**src/lcd_port_regs.svh**
```systemverilog
// Constants for the LCD host write port: pin fields, host register map, timing.
// Assumes inclusion by bare name from the design files of both ends.
//
// Contract
// - Parallel strap high lets bus style pick convention.
// - Bus style high selects 68-style enable strobe.
// - Straps pick 8-bit, 4-bit on D7-D4, serial.
// - 4-bit mode carries each byte as two nibbles.
// - Host spaces writes by the system cycle time.
// - Serial path: shift register, 3-bit counter, selected only.
// - Deselection clears shift register and bit counter.
// - Serial bits MSB first on rising serial clock.
// - Eighth rising serial clock delivers the byte.
// - Select high means display data, low command.
// - Select sampled on every eighth serial clock.
// - Parallel write routes by select: data or command.
// - Deselected device ignores all host inputs.
// - Reset acts regardless of chip select.
// - Host rewrites command settings periodically.
// - Power command switches booster, regulator, follower separately.
// - Host uses only supported power combinations.
`ifndef LCD_PORT_REGS_SVH
`define LCD_PORT_REGS_SVH

// ====================================================================
// Pin fields on the data bus in serial mode
`define LCD_SI_BIT 7
`define LCD_SCL_BIT 6

// ====================================================================
// Power control command: opcode in the upper nibble, enables below
`define LCD_PWR_OP 4'h2
`define LCD_PWR_BOOST_BIT 2
`define LCD_PWR_REG_BIT 1
`define LCD_PWR_FOLLOW_BIT 0

// ====================================================================
// Host controller registers
`define LCD_CTRL_OFS 4'h0
`define LCD_TX_OFS 4'h4
`define LCD_STAT_OFS 4'h8
`define LCD_CTRL_PAR_BIT 0
`define LCD_CTRL_W8_BIT 1
`define LCD_CTRL_S68_BIT 2
`define LCD_CTRL_RST 3'h3
`define LCD_TX_CDS_BIT 8
`define LCD_STAT_BUSY_BIT 0
`define LCD_STAT_DROP_BIT 1

// ====================================================================
// Timing
`define LCD_CLK_MHZ 50
`define LCD_HALF_NS 80

`endif

```
**src/lcd_port_pkg.sv**
```systemverilog
// Types shared by both ends of the LCD host write port.
// Assumes nothing beyond a SystemVerilog compiler.
`default_nettype none
package lcd_port_pkg;
	typedef enum logic [2:0] {H_IDLE, H_LO, H_HI, H_TAIL, H_GAP} host_state_e;
	typedef logic [7:0] byte_t;
endpackage : lcd_port_pkg
`default_nettype wire

```
**src/lcd_port_if.sv**
```systemverilog
// Pins between host controller and LCD device port; all driven by the host.
// Assumes both ends run on their own clocks; the device synchronises every pin.
`timescale 1ns/1ps
`default_nettype none
interface lcd_port_if;
	logic cs_n;
	logic cmd_data_sel;
	logic wr;
	logic [7:0] d;
	logic par_ser_strap;
	logic width_strap;
	logic bus_style_strap;
	modport host (
		output cs_n, cmd_data_sel, wr, d, par_ser_strap, width_strap, bus_style_strap
	);
	modport device (
		input cs_n, cmd_data_sel, wr, d, par_ser_strap, width_strap, bus_style_strap
	);
endinterface : lcd_port_if
`default_nettype wire

```
**src/lcd_byte_fifo.sv**
```systemverilog
// Flop-based FIFO with valid/ready on both sides.
// Assumes one clock; a full FIFO holds in_ready low.
`timescale 1ns/1ps
`default_nettype none
module lcd_byte_fifo #(
	parameter int WIDTH = 9,
	parameter int DEPTH = 32
) (
	// Clock and reset
	input wire logic clk,
	input wire logic reset_n,
	// Fill side
	input wire logic in_valid,
	output logic in_ready,
	input wire logic [WIDTH-1:0] in_data,
	// Drain side
	output logic out_valid,
	input wire logic out_ready,
	output logic [WIDTH-1:0] out_data
);
	localparam int AW = $clog2(DEPTH);
	logic [WIDTH-1:0] mem_q [DEPTH];
	logic [AW-1:0] wp_q, rp_q, wp_d, rp_d;
	logic [AW:0] cnt_q, cnt_d;
	logic push, pop;

	always_comb begin
		in_ready = (cnt_q != (AW+1)'(DEPTH));
		out_valid = (cnt_q != '0);
		push = in_valid & in_ready;
		pop = out_valid & out_ready;
		wp_d = push ? wp_q + AW'(1) : wp_q;
		rp_d = pop ? rp_q + AW'(1) : rp_q;
		cnt_d = cnt_q + (AW+1)'(push) - (AW+1)'(pop);
		out_data = mem_q[rp_q];
	end

	always_ff @(posedge clk or negedge reset_n) begin
		if (!reset_n) begin
			wp_q <= '0;
			rp_q <= '0;
			cnt_q <= '0;
		end else begin
			wp_q <= wp_d;
			rp_q <= rp_d;
			cnt_q <= cnt_d;
		end
	end

	// Storage has no reset; only the pointers and the count need a defined value.
	always_ff @(posedge clk) begin
		if (push) begin
			mem_q[wp_q] <= in_data;
		end
	end
endmodule : lcd_byte_fifo
`default_nettype wire

```
**src/lcd_dev_end.sv**
```systemverilog
// Device end of the LCD host write port: decodes parallel 8/4-bit and serial
// writes into command and display bytes, queues them, and keeps power enables.
// Assumes all link pins are asynchronous to clk; the link clock runs well
// below clk so every pin level lasts several clk cycles.
`timescale 1ns/1ps
`default_nettype none
`include "lcd_port_regs.svh"
module lcd_dev_end #(
	parameter int FIFO_DEPTH = 32
) (
	// Clock and reset
	input wire logic clk,
	input wire logic reset_n,
	// Link pins
	lcd_port_if.device link,
	// Received byte stream
	output logic rx_valid,
	input wire logic rx_ready,
	output logic [7:0] rx_data,
	output logic rx_is_data,
	// Power circuit enables
	output logic booster_on,
	output logic regulator_on,
	output logic follower_on,
	// Overrun flag and its clear
	output logic overrun,
	input wire logic overrun_clr
);
	// ====================================================================
	// Pin synchronisers
	localparam int SW = 14;
	logic [SW-1:0] s1_q, s2_q, pins;

	always_comb begin
		pins = {link.par_ser_strap, link.width_strap, link.bus_style_strap,
			link.cs_n, link.cmd_data_sel, link.wr, link.d};
	end

	always_ff @(posedge clk or negedge reset_n) begin
		if (!reset_n) begin
			s1_q <= '1;
			s2_q <= '1;
		end else begin
			s1_q <= pins;
			s2_q <= s1_q;
		end
	end

	logic par, w8, s68, sel, cds, wr_pin;
	logic [7:0] dat;

	always_comb begin
		par = s2_q[13];
		w8 = s2_q[12];
		s68 = s2_q[11];
		sel = ~s2_q[10];
		cds = s2_q[9];
		wr_pin = s2_q[8];
		dat = s2_q[7:0];
	end

	// ====================================================================
	// Byte assembly
	logic act, scl;
	logic act_q, act_d, scl_q, scl_d;
	logic [7:0] hold_q, hold_d;
	logic ha0_q, ha0_d;
	logic [6:0] sh_q, sh_d;
	logic [2:0] bcnt_q, bcnt_d;
	logic nib_q, nib_d;
	logic [3:0] upper_q, upper_d;
	logic pend_q, pend_d;
	lcd_port_pkg::byte_t pbyte_q, pbyte_d;
	logic pa0_q, pa0_d;
	logic ovr_q, ovr_d;
	logic boost_q, boost_d, reg_q, reg_d, fol_q, fol_d;
	logic emit, ea0;
	lcd_port_pkg::byte_t eb;
	logic fifo_in_ready, fifo_out_valid;
	logic [8:0] fifo_out;
	logic pop;

	always_comb begin
		// 68-style enable is active high, 80-style write strobe active low.
		act = s68 ? wr_pin : ~wr_pin;
		scl = dat[`LCD_SCL_BIT];
		act_d = act & sel;
		scl_d = scl & sel;
		hold_d = hold_q;
		ha0_d = ha0_q;
		sh_d = sh_q;
		bcnt_d = bcnt_q;
		nib_d = nib_q;
		upper_d = upper_q;
		pend_d = pend_q;
		pbyte_d = pbyte_q;
		pa0_d = pa0_q;
		ovr_d = ovr_q;
		emit = 1'b0;
		eb = '0;
		ea0 = 1'b0;
		if (pend_q && fifo_in_ready) begin
			pend_d = 1'b0;
		end
		if (!sel) begin
			// Deselection throws away any half-received byte.
			sh_d = '0;
			bcnt_d = '0;
			nib_d = 1'b0;
		end else if (par) begin
			// Data is caught while the strobe is active and used at its end,
			// since the host may change the bus on the same edge.
			if (act) begin
				hold_d = dat;
				ha0_d = cds;
			end
			if (act_q && !act) begin
				if (w8) begin
					emit = 1'b1;
					eb = hold_q;
					ea0 = ha0_q;
				end else if (!nib_q) begin
					upper_d = hold_q[7:4];
					nib_d = 1'b1;
				end else begin
					emit = 1'b1;
					eb = {upper_q, hold_q[7:4]};
					ea0 = ha0_q;
					nib_d = 1'b0;
				end
			end
		end else if (scl && !scl_q) begin
			// Serial mode ignores the width strap.
			sh_d = {sh_q[5:0], dat[`LCD_SI_BIT]};
			bcnt_d = bcnt_q + 3'h1;
			if (bcnt_q == 3'h7) begin
				emit = 1'b1;
				eb = {sh_q, dat[`LCD_SI_BIT]};
				ea0 = cds;
			end
		end
		if (emit) begin
			if (pend_d) begin
				ovr_d = 1'b1;
			end else begin
				pend_d = 1'b1;
				pbyte_d = eb;
				pa0_d = ea0;
			end
		end else if (overrun_clr) begin
			ovr_d = 1'b0;
		end
		// Power commands take effect as they leave the queue, so they keep
		// their order relative to the display data around them.
		pop = fifo_out_valid & rx_ready;
		boost_d = boost_q;
		reg_d = reg_q;
		fol_d = fol_q;
		if (pop && !fifo_out[8] && fifo_out[7:4] == `LCD_PWR_OP) begin
			boost_d = fifo_out[`LCD_PWR_BOOST_BIT];
			reg_d = fifo_out[`LCD_PWR_REG_BIT];
			fol_d = fifo_out[`LCD_PWR_FOLLOW_BIT];
		end
	end

	// Asynchronous reset acts whatever the chip select does.
	always_ff @(posedge clk or negedge reset_n) begin
		if (!reset_n) begin
			act_q <= 1'b0;
			scl_q <= 1'b0;
			hold_q <= 8'h00;
			ha0_q <= 1'b0;
			sh_q <= 7'h00;
			bcnt_q <= 3'h0;
			nib_q <= 1'b0;
			upper_q <= 4'h0;
			pend_q <= 1'b0;
			pbyte_q <= 8'h00;
			pa0_q <= 1'b0;
			ovr_q <= 1'b0;
			boost_q <= 1'b0;
			reg_q <= 1'b0;
			fol_q <= 1'b0;
		end else begin
			act_q <= act_d;
			scl_q <= scl_d;
			hold_q <= hold_d;
			ha0_q <= ha0_d;
			sh_q <= sh_d;
			bcnt_q <= bcnt_d;
			nib_q <= nib_d;
			upper_q <= upper_d;
			pend_q <= pend_d;
			pbyte_q <= pbyte_d;
			pa0_q <= pa0_d;
			ovr_q <= ovr_d;
			boost_q <= boost_d;
			reg_q <= reg_d;
			fol_q <= fol_d;
		end
	end

	// ====================================================================
	// Queue between link and consumer
	lcd_byte_fifo #(
		.WIDTH(9),
		.DEPTH(FIFO_DEPTH)
	) u_fifo (
		.clk(clk),
		.reset_n(reset_n),
		.in_valid(pend_q),
		.in_ready(fifo_in_ready),
		.in_data({pa0_q, pbyte_q}),
		.out_valid(fifo_out_valid),
		.out_ready(rx_ready),
		.out_data(fifo_out)
	);

	always_comb begin
		rx_valid = fifo_out_valid;
		rx_data = fifo_out[7:0];
		rx_is_data = fifo_out[8];
		booster_on = boost_q;
		regulator_on = reg_q;
		follower_on = fol_q;
		overrun = ovr_q;
	end
endmodule : lcd_dev_end
`default_nettype wire

```
**src/flat_wrapper.sv**
```systemverilog
// flat-port wrapper written by rule: the top's interface ports become plain ports
module lcd_dev_end_flat 
#(
	parameter int FIFO_DEPTH = 32
)
  (clk, reset_n, rx_valid, rx_ready, rx_data, rx_is_data, booster_on, regulator_on, follower_on, overrun, overrun_clr, link_cs_n, link_cmd_data_sel, link_wr, link_d, link_par_ser_strap, link_width_strap, link_bus_style_strap);
  lcd_port_if link_i ();
  input wire logic clk;
  input wire logic reset_n;
  output logic rx_valid;
  input wire logic rx_ready;
  output logic [7:0] rx_data;
  output logic rx_is_data;
  output logic booster_on;
  output logic regulator_on;
  output logic follower_on;
  output logic overrun;
  input wire logic overrun_clr;
  input wire logic [$bits(link_i.cs_n)-1:0] link_cs_n;
  input wire logic [$bits(link_i.cmd_data_sel)-1:0] link_cmd_data_sel;
  input wire logic [$bits(link_i.wr)-1:0] link_wr;
  input wire logic [$bits(link_i.d)-1:0] link_d;
  input wire logic [$bits(link_i.par_ser_strap)-1:0] link_par_ser_strap;
  input wire logic [$bits(link_i.width_strap)-1:0] link_width_strap;
  input wire logic [$bits(link_i.bus_style_strap)-1:0] link_bus_style_strap;
  assign link_i.cs_n = link_cs_n;
  assign link_i.cmd_data_sel = link_cmd_data_sel;
  assign link_i.wr = link_wr;
  assign link_i.d = link_d;
  assign link_i.par_ser_strap = link_par_ser_strap;
  assign link_i.width_strap = link_width_strap;
  assign link_i.bus_style_strap = link_bus_style_strap;
  lcd_dev_end #(.FIFO_DEPTH(FIFO_DEPTH)) u_core (.clk(clk), .reset_n(reset_n), .link(link_i), .rx_valid(rx_valid), .rx_ready(rx_ready), .rx_data(rx_data), .rx_is_data(rx_is_data), .booster_on(booster_on), .regulator_on(regulator_on), .follower_on(follower_on), .overrun(overrun), .overrun_clr(overrun_clr));
endmodule
```
**config.mk**
```make
export PLATFORM = sky130hd
export DESIGN_NAME = lcd_dev_end_flat
export DESIGN_NICKNAME = d
export VERILOG_FILES = /design/src/lcd_port_pkg.sv /design/src/lcd_port_if.sv /design/src/lcd_byte_fifo.sv /design/src/lcd_dev_end.sv /design/src/flat_wrapper.sv
export VERILOG_INCLUDE_DIRS = /design/src
export SDC_FILE = /design/constraint.sdc
export NUM_CORES = 1
export LEC_CHECK = 0
export ABC_AREA = 1
export BUFFER_PORTS_ARGS = -buffer_cell sky130_fd_sc_hd__buf_2
export CORE_ASPECT_RATIO = 1.4
export CORE_MARGIN = 8
export CORE_UTILIZATION = 50
export CTS_CLUSTER_DIAMETER = 200
export CTS_CLUSTER_SIZE = 12
export DETAILED_ROUTE_END_ITERATION = 16
export HOLD_SLACK_MARGIN = 0.03
export PLACE_DENSITY = 0.66
export SYNTH_ARGS = -nofsm -noshare
export SYNTH_HDL_FRONTEND = slang
export SYNTH_SLANG_ARGS = --single-unit
```
**constraint.sdc**
```tcl
create_clock -name clk -period 2.85 [get_ports clk]
set_input_delay 0.285 -clock clk [delete_from_list [all_inputs] [get_ports clk]]
set_output_delay 0.285 -clock clk [all_outputs]
set_load 0.005 [all_outputs]
```
# Word level (Yosys, flattened, before mapping)
# Memory sizes are Yosys's and may differ from the RTL's.
# Index checks and enable logic that the tools add are counted.
# word_totals
out_inout_bits,14
ff_bits,84
n_memories,1
ramBits,288
input_bits,18
# memory_table
memory,words,word_bits,read_ports,rd_ports_with_merged_regs,wr,line,rtl
u_core.u_fifo.mem_q,32,9,1,0,1,lcd_byte_fifo.sv:22,logic [WIDTH-1:0] mem_q [DEPTH];
# op_classes
add_sub_neg,5
n_reduce_logical,19
bitwise,9
mux,40
n_eq_ne,6
# op_table
cell,count
$mux 8,7
$mux 1,27
$mux 7,3
$add 5x1->5 const B,2
$mux 3,3
$reduce_bool 2->1,4
$add 6x1->6,1
$ne 2x2->1 const B,3
$ne 6x6->1 const B,1
$reduce_and 2->1,3
$reduce_and 3->1,2
$reduce_bool 6->1,1
$sub 6x1->6,1
$logic_and 1x1->1,5
$not 1->1,5
$reduce_and 5->1,1
$and 1x1->1,4
$eq 4x2->1 const B,1
$add 3x1->3 const B,1
$eq 3x3->1 const B,1
$logic_not 1->1,3

# Longest topological paths before layout
# Gate-level depths: netlist (run 1).
# logic_depth
ltp_word,9
ltp_mapped,15
mapped_depth_nobuf,14

# By module
# A second synthesis (run 1) with hierarchy kept.
# unflattened
hier_cells,1529
hier_area_um2,15856.5
# modules_own_cells
module,seq_area_each_um2,area_per_inst_um2,instances,cells_per_inst
lcd_byte_fifo,9048.7,13138.9,1,1244
lcd_dev_end,1736.7,2717.6,1,285

# Least setup slack after synthesis (run 1)
# No wires, ideal clock.
# synth_path
kind,register -> register
from,register u_core.u_fifo.cnt_q[2]
to,register u_core.u_fifo.cnt_q[4]
t_arrival_ns,2.197
path_buffers,0
stages_incl_launch_ff,13
setup_slack_ns,0.522
required_ns,2.719
path_cell_list,dfrtp_1 > inv_1 > ha_1 > nand4_1 > nand2_1 > inv_1 > ha_1 > inv_1 > ha_1 > fa_1 > a21oi_1 > o21ai_0 > xor2_1
# synth_between
word_cells_on_any_way,6
# synth_rtl
item,line,rtl
"start, declared",lcd_byte_fifo.sv:24,"logic [AW:0] cnt_q, cnt_d;"
"start signal, assigned",lcd_byte_fifo.sv:46,cnt_q <= cnt_d;
$reduce_bool 6->1,lcd_byte_fifo.sv:29,out_valid = (cnt_q != '0);
named net rx_valid,flat_wrapper.sv:10,output logic rx_valid;
$and 1x1->1,--,
named net u_core.pop,lcd_dev_end.sv:81,logic pop;
$sub 6x1->6,lcd_byte_fifo.sv:34,cnt_d = cnt_q + (AW+1)'(push) - (AW+1)'(pop);
named net u_core.u_fifo.cnt_d[4],lcd_byte_fifo.sv:24,
# The timed path passes the listed nets, and every way through them passes these cells.
# A chain may end at the register's enable or synchronous reset.

# Worst setup path after layout (run 1)
# layout_path
from,register u_core.u_fifo.rp_q[0]
to,output port rx_data[5]
# layout_between
elab_chain_len,1
# layout_lines
item,line,rtl
"start, declared",lcd_byte_fifo.sv:23,"logic [AW-1:0] wp_q, rp_q, wp_d, rp_d;"
"start signal, assigned",lcd_byte_fifo.sv:45,rp_q <= rp_d;
$mem_v2 32x9,--,
"end, declared",flat_wrapper.sv:12,output logic [7:0] rx_data;
# No other way between the ends.

==> summary.md, run 1 <==
| Metric | Value |
|---|---|
| Status | `finished clean` |
| Via count | `9,768` |
| Die H | `222 um` |
| First-pass GRT wire length | `55.2 mm` |
| Starting Density | `0.507` |
| RR Startpoint | `u_core.u_fifo.cnt_q[2]` |
| Worst path slowest cell | `dfrtp_4` |
| Logic depth of the worst register-to-register path | `12` |
| Crit path largest cell delay | `490 ps` |
| Cells after synthesis | `1,310` |
| Setup TNS Final | `0 ps` |
| Die area | `0.0364 mm^2` |
| Post-DP HPWL | `22.2 mm` |
| Slew @ Worst Pin | `871 ps` |
| # DRC | `0` |
| Peak fanout along the critical path | `23` |
| Worst-Skew Late Latency | `520 ps` |
| Vias per cell | `5.49` |
| Aggregate global-route resource usage | `0.195` |
| Avg Cell Area, Syn | `11.6 um^2` |
| Pleak | `6.28 nW` |
| CTS max path bufs | `3` |
| Core ar. | `0.0300 mm^2` |
| Worst Hold End | `u_core.u_fifo.rp_q[0]` |
| CP Cell Sequence | `inv_8 > buf_12 > buf_4 > o21ai_0 > nand3_1 > nand3_1 > nand2_1 > nand2_1 > inv_1 > buf_2` |
| Worst Path Required | `2570 ps` |
| Initial antenna violation count | `0` |
| CP Buf/Inv Count | `5` |
| Cell Rows | `75` |
| Max Slew Vio Count | `0` |
| Setup slack, reg-to-reg | `290 ps` |
| TritonRoute pass-1 iters | `6` |
| Crit Path Class | `reg2out` |
| Drt total wl | `35.0 mm` |
| Drt wl/cell | `19.7 um` |
| Post-Syn Area | `0.0152 mm^2` |
| H-tree Lvls | `2` |
| Peak supply drop | `0.612 mV` |
| CP top delay family | `buffers and inverters` |
| Final min period | `2730 ps` |
| Power density cells | `908 mW/mm^2` |
| Fill cells | `2,487` |
| Clock Root Buffer | `clkbuf_16` |
| Highest clock rate | `0.367 GHz` |
| RePlAce Congestion | `0.851` |
| Vias in the first global route | `9,971` |
| Max Cap Viol | `0` |
| Unrepaired setup endpoints after global routing | `false` |
| RR Endpoint | `u_core.u_fifo.cnt_q[4]` |
| Ys Warns | `0` |
| Period utilization | `0.956` |
| Die Wd | `163 um` |
| Layout Nets | `1,409` |
| Cell variety after synth | `35` |
| FF+latch count, synth | `372` |
| Clock skew | `17.1 ps` |
| Layout cells sized above 1 | `0.113` |
| Slew HR | `0.419` |
| Worst Hold Path Cells | `3` |
| Final setup violation count | `0` |
| Clock sinks | `372` |
| Largest net degree at the start of global routing | `90` |
| Diode count | `0` |
| Number of buffers inserted by port buffering | `31` |
| Crit path launch type | `flip-flop` |
| Final hold vios | `0` |
| Synth Net Count | `1,345` |
| Total grt overflow | `0` |
| CTS tree | `yes` |
| Layout overhead on the synthesized area | `12.1%` |
| First DRT Iteration DRCs | `691` |
| Min-delay worst type | `in2reg` |
| DRT antenna net count | `0` |
| Num ports | `32` |
| Overall Power | `15.5 mW` |
| Setup crit end kind | `primary output` |
| TritonCTS Buffers | `36` |
| Hold path startpoint | `rx_ready` |
| Sequential area share after synthesis | `0.708` |
| Arr. time, crit path | `2440 ps` |
| Clock transition at path regs | `60 ps` |
-- power by group --
| part | internal (mW) | switching (mW) | leakage [nW] |
|---|---|---|---|
| registers | 6.03 | 0.197 | 3.17 |
| clock network | 2.39 | 1.83 | 0.480 |
| logic | 1.63 | 3.42 | 2.63 |
| total | 10.0 | 5.45 | 6.28 |
-- worst max-delay path by stage --
stage | startpoint | end | slack, ps | cells after the start
finish | u_core.u_fifo.rp_q[0] | rx_data[5] | 120 | 10
global route | u_core.u_fifo.rp_q[0] | rx_data[3] | 8 | 10
CTS | u_core.u_fifo.rp_q[0] | rx_data[6] | 20 | 10
detailed placement | u_core.u_fifo.cnt_q[2] | u_core.u_fifo.mem_q[0][1] | 300 | 7
global placement | u_core.u_fifo.cnt_q[2] | u_core.u_fifo.mem_q[0][1] | 360 | 7
floorplan | u_core.u_fifo.cnt_q[2] | u_core.u_fifo.cnt_q[4] | 520 | 12
-- sequential cells by signal, summed over array words and instances (netlist names), 3 cells and up --
register             count
u_core.u_fifo.mem_q    288
u_core.s1_q             14
u_core.s2_q             14
u_core.hold_q            8
u_core.pbyte_q           8
u_core.sh_q              7
u_core.u_fifo.cnt_q      6
u_core.u_fifo.rp_q       5
u_core.u_fifo.wp_q       5
u_core.upper_q           4
u_core.bcnt_q            3
-- cell usage in the layout (no fill, tap or decap), types with 19 or more instances in the layout --
master / n
clkbuf_1: 20
nand3_1: 110
inv_1: 77
dfstp_2: 28
nor2_1: 169
a21oi_1: 22
dfrtp_1: 54
edfxtp_1: 288
nand2_1: 280
buf_2: 30
o21ai_0: 104
buf_4: 32
clkbuf_16: 38
o22ai_1: 19
-- worst register-to-register path, delay by kind of cell (launching register included) --
family	cells	cell delay, ps
simple gates	2	270
buf+inv	3	250
fa+ha+maj	4	1110
compound gates	2	270
xor+xnor	1	160
flops	1	380
-- cell families (layout without fill, tap and decap cells) --
family / after synthesis / after routing / share of synthesized area
buffers and inverters: 148 / 231 / 0.0466
and+or+nand+nor: 573 / 573 / 0.153
muxes: 4 / 4 / 0.00296
DFF: 372 / 372 / 0.708
AOI/OAI and AO/OA: 184 / 184 / 0.0676
xor gates and xnor gates: 12 / 12 / 0.00690
adders and majority gates: 17 / 17 / 0.0145
-- layout make-up --
class / instances / area, um^2 / share of cell area
flip-flops and latches: 372 / 10800 / 0.632
clock buffers: 57 / 1000 / 0.0587
well taps: 385 / 482 / 0.0282
inverters: 86 / 333 / 0.0195
repair buffers: 88 / 728 / 0.0427
multi-input cells: 790 / 3730 / 0.219
-- cell usage after synthesis, drive strengths merged --
cell	n	area, um^2
o2bb2ai	1	8.76
a31oi	1	6.26
clkbuf	14	52.6
a21oi	22	110
mux2	4	45.0
ha	16	200
o31ai	1	7.51
inv	83	314
clkinv	3	11.3
a22oi	8	60.1
o21ai	114	571
o22ai	19	119
nand3	110	551
buf	48	332
o221ai	2	17.5
o211ai	16	130
dfrtp	56	1400
nand4	6	37.5
fa	1	20.0
dfstp	28	736
nor2	173	669
edfxtp	288	8650
nor3	1	5.00
nand2	283	1070
xor2	12	105
-- per-layer routing --
metal	wire, um	track usage	part of all wire	vias up
met2	17800	0.336	0.51	285
met4	1540	0.0926	0.044	0
met1	14000	0.235	0.40	4783
met5	0	0	0	-
li1	-	-	-	4617
met3	1730	0.0302	0.049	83
-- metrics by stage --
| step | cell area [um^2] | util | hold slack, ps | worst slack, ps | instances |
|---|---|---|---|---|---|
| finish | 17100 | 0.568 | 107 | 125 | 1778 |
| global route | 17100 | 0.568 | 115 | 8.21 | 1778 |
| CTS | 17000 | 0.567 | 79.7 | 17.1 | 1777 |
| detailed placement | 15900 | 0.528 | 330 | 303 | 1704 |
| global placement | 15900 | 0.528 | 311 | 364 | 1704 |
| floorplan | 15200 | - | -10.6 | 522 | 1310 |
-- timing repair --
item                                    in CTS  in global routing
hold endpoints to repair                    51                  0
pin swaps                                    0                  1
setup buffers                                0                  0
resized for setup                            1                  7
endpoints found under the setup margin       3                  8
gates cloned                                 0                  1
hold buffers                                16                  0
Power figures use the tool's default switching activity.
==> run 2, diff against run 1 <==
ABC_AREA = not set   (was 1)
==> run 2 against run 1 <==
The flow now finishes with violations (negative setup slack). Die area is 3.7% lower. First-iteration DRC count decreased by 25%. Hold slack gained 160 ps. Sequential cell count is the same. Non-clock buffer count is 58 higher. Design area grew 1.8%. Sequential share of layout area is 1.1 points lower. Clock power increased by 3%. Largest cell class unchanged.
==> summary.md, run 2 <==
| Metric | Value |
|---|---|
| Status | `finished with violations` |
| Failing checks | `negative setup slack` |
| Layout Cells excl Fill | `1,333` |
| Cell variety after synth | `51` |
| CP Cell Sequence | `buf_12 > buf_16 > mux4_2 > mux4_2 > nand2_2 > nand2_2 > buf_6` |
| Layout cells sized above 1 | `0.331` |
| Clock sinks | `372` |
| Synth Net Count | `812` |
| FF+latch count, synth | `372` |
| Crit path launch type | `flip-flop` |
| Clock Root Buffer | `clkbuf_16` |
| DRT antenna net count | `0` |
| Crit path largest cell delay | `560 ps` |
| Die Wd | `160 um` |
| Die H | `218 um` |
| Final setup violation count | `10` |
| Ys Warns | `0` |
| Setup TNS Final | `-975 ps` |
| Synth cell count leaders | `edfxtp_1 (288), mux4_2 (59), dfrtp_1 (56)` |
| Cells after synthesis | `777` |
| Num ports | `32` |
| Max Cap Viol | `0` |
| TritonCTS Buffers | `36` |
| Asr flop ratio synth | `0.226` |
| Vias in the first global route | `8,269` |
| Avg Cell Area, Syn | `18.8 um^2` |
| Overall Power | `14.9 mW` |
| Final hold vios | `0` |
| Post-DP Area | `0.0157 mm^2` |
| CTS tree | `yes` |
| Post-DP HPWL | `21.4 mm` |
| First DRT Iteration DRCs | `515` |
| Layout Nets | `960` |
| Largest register FFs | `288` |
| Synth area leaders | `edfxtp_1 (59%), dfrtp_1 (9.6%), mux4_2 (9.1%)` |
| Final min period | `3010 ps` |
| CP Buf/Inv Count | `3` |
| Aggregate global-route resource usage | `0.187` |
| CP top delay family | `multiplexers` |
| Drt wl/cell | `24.2 um` |
| First-pass GRT wire length | `49.2 mm` |
| Min-delay worst type | `in2async` |
| Clock skew | `18.7 ps` |
| Final Util | `0.599` |
| TritonRoute pass-1 iters | `6` |
| Top flop regs | `u_core.u_fifo.mem_q (288), u_core.s1_q (14), u_core.s2_q (14)` |
| Initial antenna violation count | `0` |
| Layout overhead on the synthesized area | `18.8%` |
| Placed insts | `1,223` |
| Largest net degree at the start of global routing | `39` |
| Sequential area share after synthesis | `0.738` |
| Vias per cell | `5.74` |
| Diode count | `0` |
| Most frequent cell after synthesis | `edfxtp_1` |
| Post-layout worst setup margin | `-163 ps` |
| RePlAce Congestion | `0.836` |
| Unrepaired setup endpoints after global routing | `true` |
| Starting Density | `0.504` |
| Commonest non-fill, non-tap cell in the layout | `edfxtp_1` |
| Slew @ Worst Pin | `1250 ps` |
| Worst Path Required | `2570 ps` |
| Pre-CTS setup slack | `49.6 ps` |
| Post-Syn Area | `0.0146 mm^2` |
| Most frequent cells in the layout | `edfxtp_1 (288), buf_4 (84), mux4_2 (61)` |
| Pleak | `5.74 nW` |
| Max Slew Vio Count | `0` |
| Final instance area | `0.0174 mm^2` |
| Crit Path Class | `reg2out` |
| Synth area leader | `edfxtp_1` |
| Core ar. | `0.0290 mm^2` |
| Reg with most FFs | `u_core.u_fifo.mem_q` |
| Cell Rows | `74` |
| Total grt overflow | `0` |
| Peak supply drop | `0.576 mV` |
| Period utilization | `1.06` |
| Setup crit end kind | `primary output` |
| Arr. time, crit path | `2730 ps` |
| Number of buffers inserted by port buffering | `31` |
| Via count | `7,647` |
| Clock transition at path regs | `60 ps` |
| H-tree Lvls | `2` |
| Worst-Skew Late Latency | `530 ps` |
| Slew HR | `0.170` |
| Die area | `0.0350 mm^2` |
| Drt total wl | `32.2 mm` |
| Top FF cell, synth | `edfxtp_1` |
| Number of synthesized flops with an enable pin | `288` |
| Power density cells | `860 mW/mm^2` |
| Highest clock rate | `0.332 GHz` |
| Hold slack final | `264 ps` |
| Peak fanout along the critical path | `8` |
| # DRC | `0` |
| Worst path slowest cell | `mux4_2` |
| CTS max path bufs | `3` |
| Post-synth top area share | `0.592` |
## run 2: cell count changes after synthesis, moves of 10 or more
cell      change
nand2_1     -239
nor2_1      -116
nand3_1     -105
o21ai_0      -89
inv_1        -64
mux4_2       +59
mux2i_1      +39
buf_2        -25
o22ai_1      -19
mux2_2       +17
a21oi_1      -15
o211ai_1     -10
o21ai_1      -10
## run 2: path summary, 6_finish.rpt
kind / slack, ps / start / to / depth (start not counted)
min in group clk: 350 / u_core.s1_q[11] / u_core.s2_q[11] / 0
min reg2reg: 350 / u_core.s1_q[11] / u_core.s2_q[11] / 0
max: -160 / u_core.u_fifo.rp_q[0] / rx_data[2] / 7
max reg2reg: -60 / u_core.u_fifo.rp_q[0] / u_core.booster_on / 8
max in group asynchronous: 1800 / reset_n / u_core.s2_q[8] / 3
min: 260 / reset_n / u_core.hold_q[4] / 2
## run 2: power breakdown
part           internal [mW]  total, mW  switching (mW)  leakage (nW)
Clock                   2.44       4.33            1.89         0.497
Sequential              6.07       6.32           0.255          3.20
Combinational           2.22       4.28            2.05          2.04
Total                   10.7       14.9            4.20          5.74
## run 2: layout make-up
class / instances / area, um^2
Inverter: 13 / 48.8
Fill cell: 2059 / 11600
Sequential cell: 372 / 10800
Multi-Input combinational cell: 356 / 3730
Clock buffer: 64 / 1030
Clock inverter: 2 / 17.5
Timing Repair Buffer: 146 / 1270
Tap cell: 380 / 475
## run 2: metal layers
metal  GRT usage  share of wire
met1       0.204           0.36
met2       0.353           0.55
met3      0.0313          0.049
met4      0.0753          0.035
met5           0              0
## run 2: cells by family (layout without fill, tap and decap cells)
| logic type | Yosys count | after routing | share of synthesized area |
|---|---|---|---|
| multiplexers | 131 | 131 | 0.148 |
| AO/OA/AOI/OAI | 68 | 68 | 0.0344 |
| AND/OR/NAND/NOR | 126 | 126 | 0.0395 |
| XOR/XNOR | 14 | 14 | 0.00839 |
| adder cells (fa/ha/maj) | 17 | 17 | 0.0151 |
| flip-flops | 372 | 372 | 0.738 |
| buffers and inverters | 49 | 225 | 0.0164 |
## run 2: timing repair
item,CTS,global route
pin swaps,13,5
buffers inserted,18,7
gates cloned,3,1
setup endpoints to repair,9,14
resized for setup,41,16
hold endpoints to repair,45,0
hold buffers,16,0
